--- config.mk ---
export PLATFORM = sky130hd
export DESIGN_NAME = rsc_reset_source_controller
export DESIGN_NICKNAME = d
export VERILOG_FILES = /design/src/rsc_pkg.sv /design/src/rsc_reset_source_controller.sv
export SDC_FILE = /design/constraint.sdc
export NUM_CORES = 1
export LEC_CHECK = 0
export BUFFER_PORTS_ARGS = -buffer_cell sky130_fd_sc_hd__buf_2
export CAP_MARGIN = 20
export CORE_MARGIN = 5
export CORE_UTILIZATION = 45
export DETAILED_ROUTE_END_ITERATION = 12
export GPL_TIMING_DRIVEN = 0
export PLACE_DENSITY = 0.67
export SLEW_MARGIN = 20
export SYNTH_ARGS = -nofsm -noshare
export SYNTH_HDL_FRONTEND = slang
export SYNTH_SLANG_ARGS = --single-unit
--- constraint.sdc ---
create_clock -name clk_i -period 6 [get_ports clk_i]
set_clock_uncertainty 0.05 [all_clocks]
set_input_delay 1.2 -clock clk_i [delete_from_list [all_inputs] [get_ports clk_i]]
set_output_delay 1.2 -clock clk_i [all_outputs]
set_load 0.01 [all_outputs]
--- src/rsc_pkg.sv ---
// Package with constants and types of the reset source controller
package rsc_pkg;

    // Clock and timing
    localparam int CLK_PERIOD_NS = 10;
    localparam int INITIAL_POWER_ON_MONITOR_MIN_NS   = 150;
    localparam int INITIAL_POWER_ON_MONITOR_MIN_CYC  = (INITIAL_POWER_ON_MONITOR_MIN_NS + CLK_PERIOD_NS - 1) / CLK_PERIOD_NS;

    // Reset stretch counter
    localparam int             RST_CNT_W    = 5;
    localparam logic [4:0]     INITIAL_POWER_ON_MONITOR_MIN_CNT = 5'(INITIAL_POWER_ON_MONITOR_MIN_CYC);

    // Supply monitor trip levels in millivolts
    localparam int             LV_TRIP_BASE_MV = 1700;
    localparam int             LV_TRIP_STEP_MV = 250;
    localparam int             LV_TRIP_CODE_W  = 4;
    localparam int             MV_W            = 13;
    localparam logic [12:0]    AHV_TRIP_MV     = 13'(5750);

    // Counter widths
    localparam int             BUZZ_CNT_W = 16;
    localparam int             BUZZ_ON_W  = 4;
    localparam int             WDT_CNT_W  = 16;

    // Synchroniser lanes: 0 ext reset pin, 1/2 precise trips, 3..5 window comparators
    localparam int             SYNC_N       = 6;
    localparam int             SYNC_EXT     = 0;
    localparam int             SYNC_PRE_DIG = 1;
    localparam int             SYNC_PRE_ANA = 2;
    localparam int             SYNC_ALV     = 3;
    localparam int             SYNC_DLV     = 4;
    localparam int             SYNC_AHV     = 5;
    localparam logic [5:0]     SYNC_RST     = 6'h01;

    // Monitor interrupt lanes
    localparam int             IRQ_N = 3;

    // Sticky reset cause and monitor event record
    typedef struct packed {
        logic precise;
        logic external;
        logic software;
        logic watchdog;
        logic analog_low;
        logic digital_low;
        logic analog_high;
    } rsc_status_t;

    localparam int             STATUS_W = 7;

    // Complete controller state
    typedef struct packed {
        logic [SYNC_N-1:0]          sync1;
        logic [SYNC_N-1:0]          sync2;
        logic [SYNC_N-1:0]          sync3;
        logic [SYNC_N-1:0]          filt;
        logic [RST_CNT_W-1:0]       rst_cnt;
        logic                       sys_rst;
        logic                       por_seen;
        logic                       boot_done;
        logic [BUZZ_CNT_W-1:0]      buzz_cnt;
        logic [BUZZ_ON_W-1:0]       buzz_left;
        logic                       wdt_en;
        logic [WDT_CNT_W-1:0]       wdt_cnt;
        rsc_status_t                status;
        logic [IRQ_N-1:0]           irq_pend;
        logic [IRQ_N-1:0]           irq_out;
        logic                       wake;
        logic                       mon_act;
        logic                       prec_en_dig;
        logic                       prec_en_ana;
        logic [MV_W-1:0]            alv_mv;
        logic [MV_W-1:0]            dlv_mv;
    } rsc_state_t;

endpackage : rsc_pkg

--- src/rsc_reset_source_controller.sv ---
// Reset source controller: merges reset causes into one system reset
`timescale 1ns/1ns

module rsc_reset_source_controller
    import rsc_pkg::*;
#(
    parameter int BUZZ_ON_CYC = 4
) (
    input  wire logic                       clk_i,
    input  wire logic                       rst_i,
    input  wire logic                       external_reset_n_i,
    input  wire logic                       precise_digital_trip_i,
    input  wire logic                       precise_analog_trip_i,
    input  wire logic                       analog_regulator_en_i,
    input  wire logic                       analog_low_cmp_i,
    input  wire logic                       digital_low_cmp_i,
    input  wire logic                       analog_high_cmp_i,
    input  wire logic [LV_TRIP_CODE_W-1:0]  analog_low_trip_sel_i,
    input  wire logic [LV_TRIP_CODE_W-1:0]  digital_low_trip_sel_i,
    input  wire logic                       analog_low_reset_sel_i,
    input  wire logic                       digital_low_reset_sel_i,
    input  wire logic [IRQ_N-1:0]           monitor_irq_en_i,
    input  wire logic [IRQ_N-1:0]           monitor_irq_clear_i,
    input  wire logic                       sleep_i,
    input  wire logic                       hibernate_i,
    input  wire logic [BUZZ_CNT_W-1:0]      buzz_period_i,
    input  wire logic                       boot_done_i,
    input  wire logic                       software_reset_request_i,
    input  wire logic                       software_reset_disable_i,
    input  wire logic                       watchdog_enable_set_i,
    input  wire logic                       watchdog_kick_i,
    input  wire logic [WDT_CNT_W-1:0]       watchdog_timeout_i,
    input  wire logic [STATUS_W-1:0]        status_clear_i,
    output logic                            system_reset_o,
    output rsc_status_t                     status_o,
    output logic [IRQ_N-1:0]                monitor_irq_o,
    output logic                            wakeup_o,
    output logic                            monitors_active_o,
    output logic                            initial_power_on_monitor_en_o,
    output logic                            precise_digital_en_o,
    output logic                            precise_analog_en_o,
    output logic                            watchdog_enabled_o,
    output logic [MV_W-1:0]                 analog_low_trip_mv_o,
    output logic [MV_W-1:0]                 digital_low_trip_mv_o,
    output logic [MV_W-1:0]                 analog_high_trip_mv_o
);

    ////////////////////////////////////////////////////////////////////////////
    // Elaboration checks

    if (BUZZ_ON_CYC < 1 || BUZZ_ON_CYC > 15) begin : g_chk_buzz
        $error("BUZZ_ON_CYC must lie in 1..15");
    end

    localparam logic [BUZZ_ON_W-1:0] BUZZ_ON_CNT = BUZZ_ON_W'(BUZZ_ON_CYC);

    ////////////////////////////////////////////////////////////////////////////
    // State and decoded events

    rsc_state_t        q;
    rsc_state_t        d;
    logic              low_power;
    logic              buzzing;
    logic              prec_trip;
    logic              alv_hit;
    logic              dlv_hit;
    logic              ahv_hit;
    logic              alv_rst;
    logic              dlv_rst;
    logic              ext_rst;
    logic              sw_fire;
    logic              wdt_fire;
    logic              any_src;
    logic [IRQ_N-1:0]  irq_ev;
    logic [SYNC_N-1:0] agree;
    rsc_status_t       status_set;

    ////////////////////////////////////////////////////////////////////////////
    // Next-state logic

    always_comb begin
        d = q;

        // Three-stage synchronisers, value taken when stages two and three agree
        d.sync1 = {analog_high_cmp_i, digital_low_cmp_i, analog_low_cmp_i,
                   precise_analog_trip_i, precise_digital_trip_i, external_reset_n_i};
        d.sync2 = q.sync1;
        d.sync3 = q.sync2;
        agree   = q.sync2 ~^ q.sync3;
        d.filt  = (agree & q.sync3) | (~agree & q.filt);

        // Power mode and periodic buzz window in sleep
        low_power = sleep_i | hibernate_i;
        buzzing   = (q.buzz_left != '0);
        if (sleep_i && !hibernate_i) begin
            if (q.buzz_cnt >= buzz_period_i) begin
                d.buzz_cnt  = '0;
                d.buzz_left = BUZZ_ON_CNT;
            end else begin
                d.buzz_cnt  = q.buzz_cnt + 16'h0001;
                d.buzz_left = buzzing ? q.buzz_left - 4'h1 : 4'h0;
            end
        end else begin
            d.buzz_cnt  = '0;
            d.buzz_left = '0;
        end

        // Boot hand-over from initial to precise monitor
        if (boot_done_i && !q.sys_rst) begin
            d.boot_done = 1'h1;
        end
        if (!q.sys_rst) begin
            d.por_seen = 1'h1;
        end

        // Monitor enables: off until power-on done, buzzed in sleep
        d.mon_act     = q.por_seen && (!low_power || (sleep_i && !hibernate_i && buzzing));
        d.prec_en_dig = q.boot_done && (!low_power || (sleep_i && !hibernate_i && buzzing));
        d.prec_en_ana = d.prec_en_dig && analog_regulator_en_i;

        // Trip level readback
        d.alv_mv = MV_W'(LV_TRIP_BASE_MV + LV_TRIP_STEP_MV * int'(analog_low_trip_sel_i));
        d.dlv_mv = MV_W'(LV_TRIP_BASE_MV + LV_TRIP_STEP_MV * int'(digital_low_trip_sel_i));

        // Supply monitor events
        prec_trip = (q.prec_en_dig && q.filt[SYNC_PRE_DIG])
                  || (q.prec_en_ana && q.filt[SYNC_PRE_ANA]);
        alv_hit   = q.mon_act && q.filt[SYNC_ALV];
        dlv_hit   = q.mon_act && q.filt[SYNC_DLV];
        ahv_hit   = q.mon_act && q.filt[SYNC_AHV];
        alv_rst   = alv_hit && analog_low_reset_sel_i;
        dlv_rst   = dlv_hit && digital_low_reset_sel_i;
        irq_ev[0] = alv_hit && !analog_low_reset_sel_i && monitor_irq_en_i[0];
        irq_ev[1] = dlv_hit && !digital_low_reset_sel_i && monitor_irq_en_i[1];
        irq_ev[2] = ahv_hit && monitor_irq_en_i[2];

        // Pin and software sources, pin live in every power mode
        ext_rst = !q.filt[SYNC_EXT];
        sw_fire = software_reset_request_i && !software_reset_disable_i;

        // Watchdog: enable sticky until power-on, counter cleared by kick or reset
        if (watchdog_enable_set_i) begin
            d.wdt_en = 1'h1;
        end
        wdt_fire = q.wdt_en && !q.sys_rst && (q.wdt_cnt >= watchdog_timeout_i);
        if (q.sys_rst || watchdog_kick_i || !q.wdt_en || wdt_fire) begin
            d.wdt_cnt = '0;
        end else begin
            d.wdt_cnt = q.wdt_cnt + 16'h0001;
        end

        // Merge sources, stretch, release on the clock
        any_src   = prec_trip || alv_rst || dlv_rst || ext_rst || sw_fire || wdt_fire;
        d.sys_rst = any_src || (q.rst_cnt != '0);
        if (any_src) begin
            d.rst_cnt = INITIAL_POWER_ON_MONITOR_MIN_CNT;
        end else if (q.rst_cnt != '0) begin
            d.rst_cnt = q.rst_cnt - 5'h01;
        end else begin
            d.rst_cnt = '0;
        end

        // Sticky status, a new event beats a clear in the same cycle
        status_set.precise     = prec_trip;
        status_set.external    = ext_rst;
        status_set.software    = sw_fire;
        status_set.watchdog    = wdt_fire;
        status_set.analog_low  = alv_hit;
        status_set.digital_low = dlv_hit;
        status_set.analog_high = ahv_hit;
        d.status = (q.status & ~status_clear_i) | status_set;

        // Interrupts held pending, shown only once the device is active again
        d.irq_pend = (q.irq_pend & ~monitor_irq_clear_i) | irq_ev;
        d.irq_out  = low_power ? '0 : q.irq_pend;

        // Wakeup request on pending interrupt or any reset source
        d.wake = low_power && ((|q.irq_pend) || any_src);
    end

    ////////////////////////////////////////////////////////////////////////////
    // State register, power-on clears watchdog enable and most state, loads synchronisers, stretch count, reset and trip levels

    always_ff @(posedge clk_i or posedge rst_i) begin
        if (rst_i) begin
            q         <= '0;
            q.sync1   <= SYNC_RST;
            q.sync2   <= SYNC_RST;
            q.sync3   <= SYNC_RST;
            q.filt    <= SYNC_RST;
            q.rst_cnt <= INITIAL_POWER_ON_MONITOR_MIN_CNT;
            q.sys_rst <= 1'h1;
            q.alv_mv  <= 13'(LV_TRIP_BASE_MV);
            q.dlv_mv  <= 13'(LV_TRIP_BASE_MV);
        end else begin
            q <= d;
        end
    end

    ////////////////////////////////////////////////////////////////////////////
    // Outputs straight from flops

    assign system_reset_o                = q.sys_rst;
    assign status_o                      = q.status;
    assign monitor_irq_o                 = q.irq_out;
    assign wakeup_o                      = q.wake;
    assign monitors_active_o             = q.mon_act;
    assign precise_digital_en_o          = q.prec_en_dig;
    assign precise_analog_en_o           = q.prec_en_ana;
    assign watchdog_enabled_o            = q.wdt_en;
    assign analog_low_trip_mv_o          = q.alv_mv;
    assign digital_low_trip_mv_o         = q.dlv_mv;

    // Fixed high trip level and the initial monitor enable still come from a flop
    always_ff @(posedge clk_i or posedge rst_i) begin
        if (rst_i) begin
            analog_high_trip_mv_o         <= AHV_TRIP_MV;
            initial_power_on_monitor_en_o <= 1'h1;
        end else begin
            analog_high_trip_mv_o         <= AHV_TRIP_MV;
            initial_power_on_monitor_en_o <= !q.boot_done;
        end
    end

    ////////////////////////////////////////////////////////////////////////////
    // Checks

    localparam int MIN_HI = INITIAL_POWER_ON_MONITOR_MIN_CYC;

    logic [RST_CNT_W:0] hi_cnt_q;

    // Length of current reset pulse, saturating
    always_ff @(posedge clk_i or posedge rst_i) begin
        if (rst_i) begin
            hi_cnt_q <= '0;
        end else if (!q.sys_rst) begin
            hi_cnt_q <= '0;
        end else if (hi_cnt_q != '1) begin
            hi_cnt_q <= hi_cnt_q + 6'h01;
        end
    end
endmodule : rsc_reset_source_controller

# Word-level counts from Yosys, hierarchy flattened

Cells that the tools add are included.

$add $sub $neg: 6
Multiply operators: 2
Magnitude comparators: 2
Mux-type cells: 7
Bitwise operators: 12
Reductions and logical operators: 46

Operators by type and width:

| kind                     | count |
|---|---|
| $mux W20                 | 2 |
| $add A16 B1 Y16 const B  | 2 |
| $ge A16 B16 Y1           | 2 |
| $add A11 B12 Y13 const A | 2 |
| $logic_and A1 B1 Y1      | 22 |
| $mul A7 B4 Y11 const A   | 2 |
| $mux W16                 | 1 |
| $and A6 B6 Y6            | 2 |
| $logic_or A1 B1 Y1       | 12 |
| $mux W5                  | 2 |
| $logic_not A1 Y1         | 9 |
| $and A7 B7 Y7            | 1 |
| $not A7 Y7               | 1 |
| $or A7 B7 Y7             | 1 |
| $not A6 Y6               | 1 |
| $or A6 B6 Y6             | 1 |
| $xnor A6 B6 Y6           | 1 |
| $reduce_bool A5 Y1       | 1 |
| $sub A5 B1 Y5 const B    | 1 |
| $mux W4                  | 1 |
| $reduce_bool A4 Y1       | 1 |
| $sub A4 B1 Y4 const B    | 1 |
| $and A3 B3 Y3            | 1 |
| $mux W3                  | 1 |
| 4 further kinds          | 4 |

Flip-flop bits (word level): 113
Input port bits: 71
Output and inout bits: 56
Word-level logic and storage cells: 103

# Depth between registers and ports, before layout

Gate-level depths: netlist of the first run.

Depth after elaboration: 9
Mapped depth: 11
Depth with buffers taken out: 11

# Least setup slack after synthesis of the first run

OpenSTA, ideal clock, no wires.

Path type: input to register
Start: in digital_low_trip_sel_i[1]
End: reg q (netlist bit digital_low_trip_mv_o[11])
Setup time: 130 ps
Data arrival time: 3866 ps
Required time: 5820 ps
Setup slack: 1954 ps
Cell stages on the path: 10
Path through: fa_1 > inv_1 > fa_1 > inv_1 > ha_1 > nor2b_1 > o311a_1 > a311oi_1 > o211ai_1 > xor2_1

RTL lines:

| item        | line                              | text |
|---|---|---|
| from (decl) | rsc_reset_source_controller.sv:19 | `input wire logic [LV_TRIP_CODE_W-1:0] digital_low_trip_sel_i,` |
| to (decl)   | rsc_reset_source_controller.sv:60 | `rsc_state_t q;` |

==> results.cfg, run 1 <==
[route]
drt_pass1_iterations = 4
route.detailed.drc = 0
wirelength_um = 12500
vias = 4605
wl_per_cell_um = 12.9
via_per_inst = 4.76
first_iter_violations = 228
antenna_left = 0

[placement]
portBuffers = 111
dpl_cell_area_um2 = 7410
place_ws_ps = 1550
dpl.hpwl_um = 10000
place_inst = 951
gp_congestion = 0.857

[grt]
gr-usage-all-layers_pct = 15.5
grt_pass1_wl_um = 21200
grt_pass1_vias = 4749
grt_antenna_before_repair = 0
gr-total-overflow = 0
grt_start_max_net_pins = 68

[cts]
cts-resized-gates = 0
clk_pin_slew_ps = 70
cts_inserted_buffers = 9
clock_latency_ps = 340
cts_tree = built
cts.sinks = 111
post_cts_buffers = 0
cts_max_level = 3
hold_buffers = 0
cts_max_path_buffers = 2
clockRootBuffer = clkbuf_16

[critical_path]
cp.required_ps = 6210
max_stage_delay_ps = 620
criticalPathCategory = input port to register
path_buf_inv = 3
crit_chain = buf_2 -> fa_1 -> inv_1 -> fa_1 -> inv_1 -> ha_1 -> nor2b_1 -> o311a_1 -> a2111oi_0 -> a311oi_1 -> o211ai_1 -> xor2_1
cp.arrival_ps = 4320
timing.critical_path.slowest_stage_cell = fa_1
worst_setup_path_end_kind = register
startpoint_type = input port
path_delay_family = adder cells
cp_max_fo = 7

[cells_and_area]
syn_to_final_growth_pct = 17.6
nFillCells = 1280
final_core_util_pct = 53.3
drive_above_1_share_pct = 26.3
multi_input_area_um2 = 3080
antennaDiodeCount = 0
final_area_um2 = 7690
layout.nets = 929
final_cells = 967
seq_area_um2 = 2800

[sta]
hold_viol = 0
holdWs_ps = 301
fin_crit_sh_pct = 68.4
rsz0062_at_grt = no
period_needed_ps = 4100
tns_ps = 0
tightest_slew_ps = 593
setup_viol = 0
worst_slack_ps = 1900
max_freq_mhz = 244
slew-limit-headroom_pct = 59.4
drv_slew = 0

[die]
die-width_um = 131
start_util_pct = 45.4
pin_count = 127
core_area_um2 = 14400
die_h_um = 131
dieArea_um2 = 17100
fp-row-count = 44

[yosys]
ys.flop_type = dfrtp_1
synth_edf_count = 0
syn_inst = 642
async_flop_share_pct = 100
synth.yosys.seq_area_share_pct = 42.8
yosysUniqueCellTypes = 49
synth_area_um2 = 6550
ys_ff_latch = 111
synth_warnings = 0
synth.avg_cell_area_um2 = 10.2

[run_status]
status = finished clean

[power]
p_per_area_nw_per_um2 = 273
irDropWorstVdd_mv = 0.150
p_leak_nw = 3.91
power_mw = 2.10

[min_path]
worstHoldPathType = register to register

[job]
cap_violations = 0
## worst register-to-register path, delay by kind of cell, from the launching register on
family / cells / cell delay, ps
buffers and inverters: 1 / 270
adder cells (fa/ha/maj): 1 / 320
AO/OA/AOI/OAI: 3 / 920
AND/OR/NAND/NOR: 3 / 440
flip-flops: 1 / 440
## flip-flops by register name, indices dropped and copies added, names as in the netlist, named ones only
register / cells
watchdog_enabled_o: 1
wakeup_o: 1
digital_low_trip_mv_o: 12
monitors_active_o: 1
initial_power_on_monitor_en_o: 1
status_o: 7
system_reset_o: 1
analog_low_trip_mv_o: 12
q: 52
monitor_irq_o: 3
precise_analog_en_o: 1
precise_digital_en_o: 1
d: 12
## layout make-up
class                   count  share of cell area [%]
multi-input cells         409                    40.0
flip-flops and latches    111                    36.4
repair buffers            112                    7.58
plain buffers              52                    5.17
inverters                  83                    4.11
well taps                 184                    2.99
clock buffers              10                    2.98
clock inverters             6                   0.699
## final timing paths
check / start / to / slack, ps / depth (start not counted)
worst min-delay path: d[102]$_DFF_PP0_ / d[96]$_DFF_PP0_ / 300 / 0
worst min register to register: d[102]$_DFF_PP0_ / d[96]$_DFF_PP0_ / 300 / 0
worst max register to register: q[45]$_DFF_PP0_ / q[52]$_DFF_PP0_ / 3490 / 8
max in group asynchronous: rst_i / initial_power_on_monitor_en_o$_DFF_PP1_ / 4390 / 3
min in group asynchronous: rst_i / d[105]$_DFF_PP0_ / 810 / 2
worst max-delay path: digital_low_trip_sel_i[1] / digital_low_trip_mv_o[11]$_DFF_PP0_ / 1900 / 12
## synthesized netlist by cell type (13+ instances only)
| library cell | count | area, µm² |
|---|---|---|
| dfrtp_1 | 91 | 2280 |
| inv_1 | 83 | 312 |
| ha_1 | 66 | 826 |
| nor2_1 | 59 | 221 |
| buf_4 | 49 | 368 |
| xnor2_1 | 32 | 280 |
| nand2_1 | 28 | 105 |
| xor2_1 | 26 | 228 |
| o21ai_0 | 22 | 110 |
| dfstp_2 | 20 | 526 |
| a21oi_1 | 19 | 95.1 |
| nand3_1 | 19 | 95.1 |
| fa_1 | 14 | 280 |
| and3_1 | 13 | 81.3 |
## layout by cell type, fill, tap and decap left out, drive strengths merged, types with 3 or more instances in the layout
cell type / n
nand4: 8
xor2: 26
conb: 15
xnor2: 32
maj3: 6
nand3: 19
clkinv: 3
nand2b: 10
buf: 163
nand2: 28
o21ai: 22
nor2: 59
fa: 14
nor3: 10
and2: 4
a21oi: 19
nor2b: 3
o211ai: 7
dfstp: 20
inv: 85
or2: 5
a211oi: 6
dfrtp: 91
nand3b: 4
and3: 13
ha: 66
clkbuf: 11
## cells by family after synthesis
| logic type | share of synthesized area (%) |
|---|---|
| AO/OA/AOI/OAI | 7.91 |
| flip-flops | 42.8 |
| buffers and inverters | 10.8 |
| multiplexers | 0.306 |
| XOR/XNOR | 7.76 |
| adder cells (fa/ha/maj) | 17.8 |
| AND/OR/NAND/NOR | 12.4 |
| other | 0.115 |
## layer usage
metal	GRT usage (%)	wire length (µm)	vias up
li1	-	-	2327
met1	20.6	5560	2180
met2	25.7	6110	86
met3	2.97	631	12
met4	5.20	199	0
met5	0	0	-
## power by group
group | total [mW] | internal, mW | switching, mW
logic | 0.635 | 0.321 | 0.314
clock network | 0.569 | 0.289 | 0.280
registers | 0.895 | 0.862 | 0.0333
(Power assumes the default switching activity.)
==> run 2: changes to the inputs <==
--- a/config.mk
+++ b/config.mk
@@ -11,7 +11,7 @@
 export CORE_UTILIZATION = 45
 export DETAILED_ROUTE_END_ITERATION = 12
 export GPL_TIMING_DRIVEN = 0
-export PLACE_DENSITY = 0.67
+export PLACE_DENSITY = 0.7
 export SLEW_MARGIN = 20
 export SYNTH_ARGS = -nofsm -noshare
 export SYNTH_HDL_FRONTEND = slang
==> constraint.sdc (replaced) <==
create_clock -name clk_i -period 3.7 [get_ports clk_i]
set_clock_uncertainty 0.05 [all_clocks]
set_input_delay 0.74 -clock clk_i [delete_from_list [all_inputs] [get_ports clk_i]]
set_output_delay 0.74 -clock clk_i [all_outputs]
set_load 0.01 [all_outputs]
==> run 2 against run 1 <==
- die area did not move
- final cell count did not move
- sequential power rose by 62%
- sequential cell count did not move
- global-route usage fell by 1.1 points
- critical endpoint unchanged
==> results.cfg, run 2 (synthesis results as in run 1) <==
[sta]
max_freq_mhz = 283
period_needed_ps = 3530
tightest_slew_ps = 590
worst_slack_ps = 169
holdWs_ps = 309
setup_viol = 0
hold_viol = 0
rsz0062_at_grt = no
tns_ps = 0
fin_crit_sh_pct = 95.4
drv_slew = 0
slew-limit-headroom_pct = 59.6

[route]
wirelength_um = 11900
first_iter_violations = 168
drt_pass1_iterations = 4
vias = 4511
via_per_inst = 4.66
route.detailed.drc = 0
wl_per_cell_um = 12.3
antenna_left = 0

[placement]
dpl.hpwl_um = 9400
gp_congestion = 0.806
place_ws_ps = -271
portBuffers = 111
place_inst = 951

[die]
fp-row-count = 44
die_h_um = 131
dieArea_um2 = 17100
core_area_um2 = 14400
pin_count = 127
start_util_pct = 45.4
die-width_um = 131

[cells_and_area]
nFillCells = 1327
antennaDiodeCount = 0
drive_above_1_share_pct = 26.9
layout_common_cells = 111 x buf_2, 91 x dfrtp_1, 82 x inv_1, 66 x ha_1, 59 x nor2_1
final_core_util_pct = 53.6
final_cells = 967
regMostFlops = q
syn_to_final_growth_pct = 18.2
layout.nets = 929
largest_register_ffs = 52
layout_commonest_cell = buf_2

[cts]
post_cts_buffers = 0
cts_max_level = 3
clk_pin_slew_ps = 80
cts_inserted_buffers = 9
hold_buffers = 0
clockRootBuffer = clkbuf_16
cts_tree = built
cts.sinks = 111
clock_latency_ps = 350
cts_max_path_buffers = 2

[power]
p_leak_nw = 3.93
p_per_area_nw_per_um2 = 446
irDropWorstVdd_mv = 0.351

[min_path]
hold-path-endpoint = d[95]$_DFF_PP0_
worstHoldPathType = register to register
worstHoldStart = d[101]$_DFF_PP0_
hold-path-cell-count = 0

[critical_path]
r2r_cells = 8
cp.arrival_ps = 3760
worstSetupStartpoint = digital_low_trip_sel_i[1]
startpoint_type = input port
r2r_start = q[45]$_DFF_PP0_
cp.required_ps = 3930
cp_max_fo = 7
r2r_end = q[57]$_DFF_PP0_
rrSetupSlack_ps = 1190
criticalPathCategory = input port to register
worst_setup_path_end_kind = register

[job]
cap_violations = 0

[grt]
grt_pass1_vias = 4278
gr-usage-all-layers_pct = 14.5
grt_start_max_net_pins = 73
gr-total-overflow = 0
grt_pass1_wl_um = 19500
grt_antenna_before_repair = 1

[run_status]
status = finished clean
==> run 2: per-stage QoR <==
| stage | total power, mW | area (µm²) |
|---|---|---|
| 6_report | 3.45 | 7730 |
| 4_1_cts | 3.50 | 7710 |
| 5_1_grt | 3.68 | 7730 |
| 3_5_place_dp | 2.51 | 7410 |
| 2_1_floorplan | 2.24 | 6590 |
| 3_3_place_gp | 2.49 | 7380 |
==> run 2: critical path, stage by stage <==
cell and delay [ps]:
buf_2 150, fa_1 600, inv_1 90, fa_1 500, inv_1 40, ha_1 330
nor2b_1 160, o311a_1 330, a2111oi_2 390, a311oi_2 120, o211ai_1 150, xor2_1 150
==> run 2: per-layer routing <==
layer,track usage (%),up-vias,routed length (µm)
met2,22.8,90,5520
li1,-,2328,-
met4,4.17,2,159
met5,0,-,9
met3,4.39,13,782
met1,19.4,2078,5440
==> run 2: layout make-up <==
| type | count | area (µm²) | area share, % |
|---|---|---|---|
| multi-input cells | 409 | 3110 | 40.2 |
| flip-flops and latches | 111 | 2800 | 36.2 |
| well taps | 184 | 230 | 2.98 |
| repair buffers | 112 | 583 | 7.54 |
| inverters | 83 | 317 | 4.09 |
| plain buffers | 52 | 398 | 5.14 |
| clock buffers | 9 | 225 | 2.91 |
| clock inverters | 7 | 72.6 | 0.938 |
==> run 2: what timing repair did <==
action	4_1_cts	5_1_grt
endpoints found under the hold margin	0	0
setup endpoints to repair	0	2
resized for setup	0	6
==> run 2: worst max-delay path by stage <==
stage	to	slack [ps]	cells past startpoint
2_1_floorplan	async pin	10	1
6_report	digital_low_trip_mv_o[11]$_DFF_PP0_	170	12
3_3_place_gp	q[56]$_DFF_PP0_	-1380	2
5_1_grt	analog_low_trip_mv_o[11]$_DFF_PP0_	9	12
4_1_cts	digital_low_trip_mv_o[11]$_DFF_PP0_	110	11
3_5_place_dp	digital_low_trip_mv_o[11]$_DFF_PP0_	-270	11
==> run 2: report_power, final <==
group,internal [mW],switching (mW)
logic,0.527,0.511
registers,1.40,0.0504
clock network,0.480,0.488
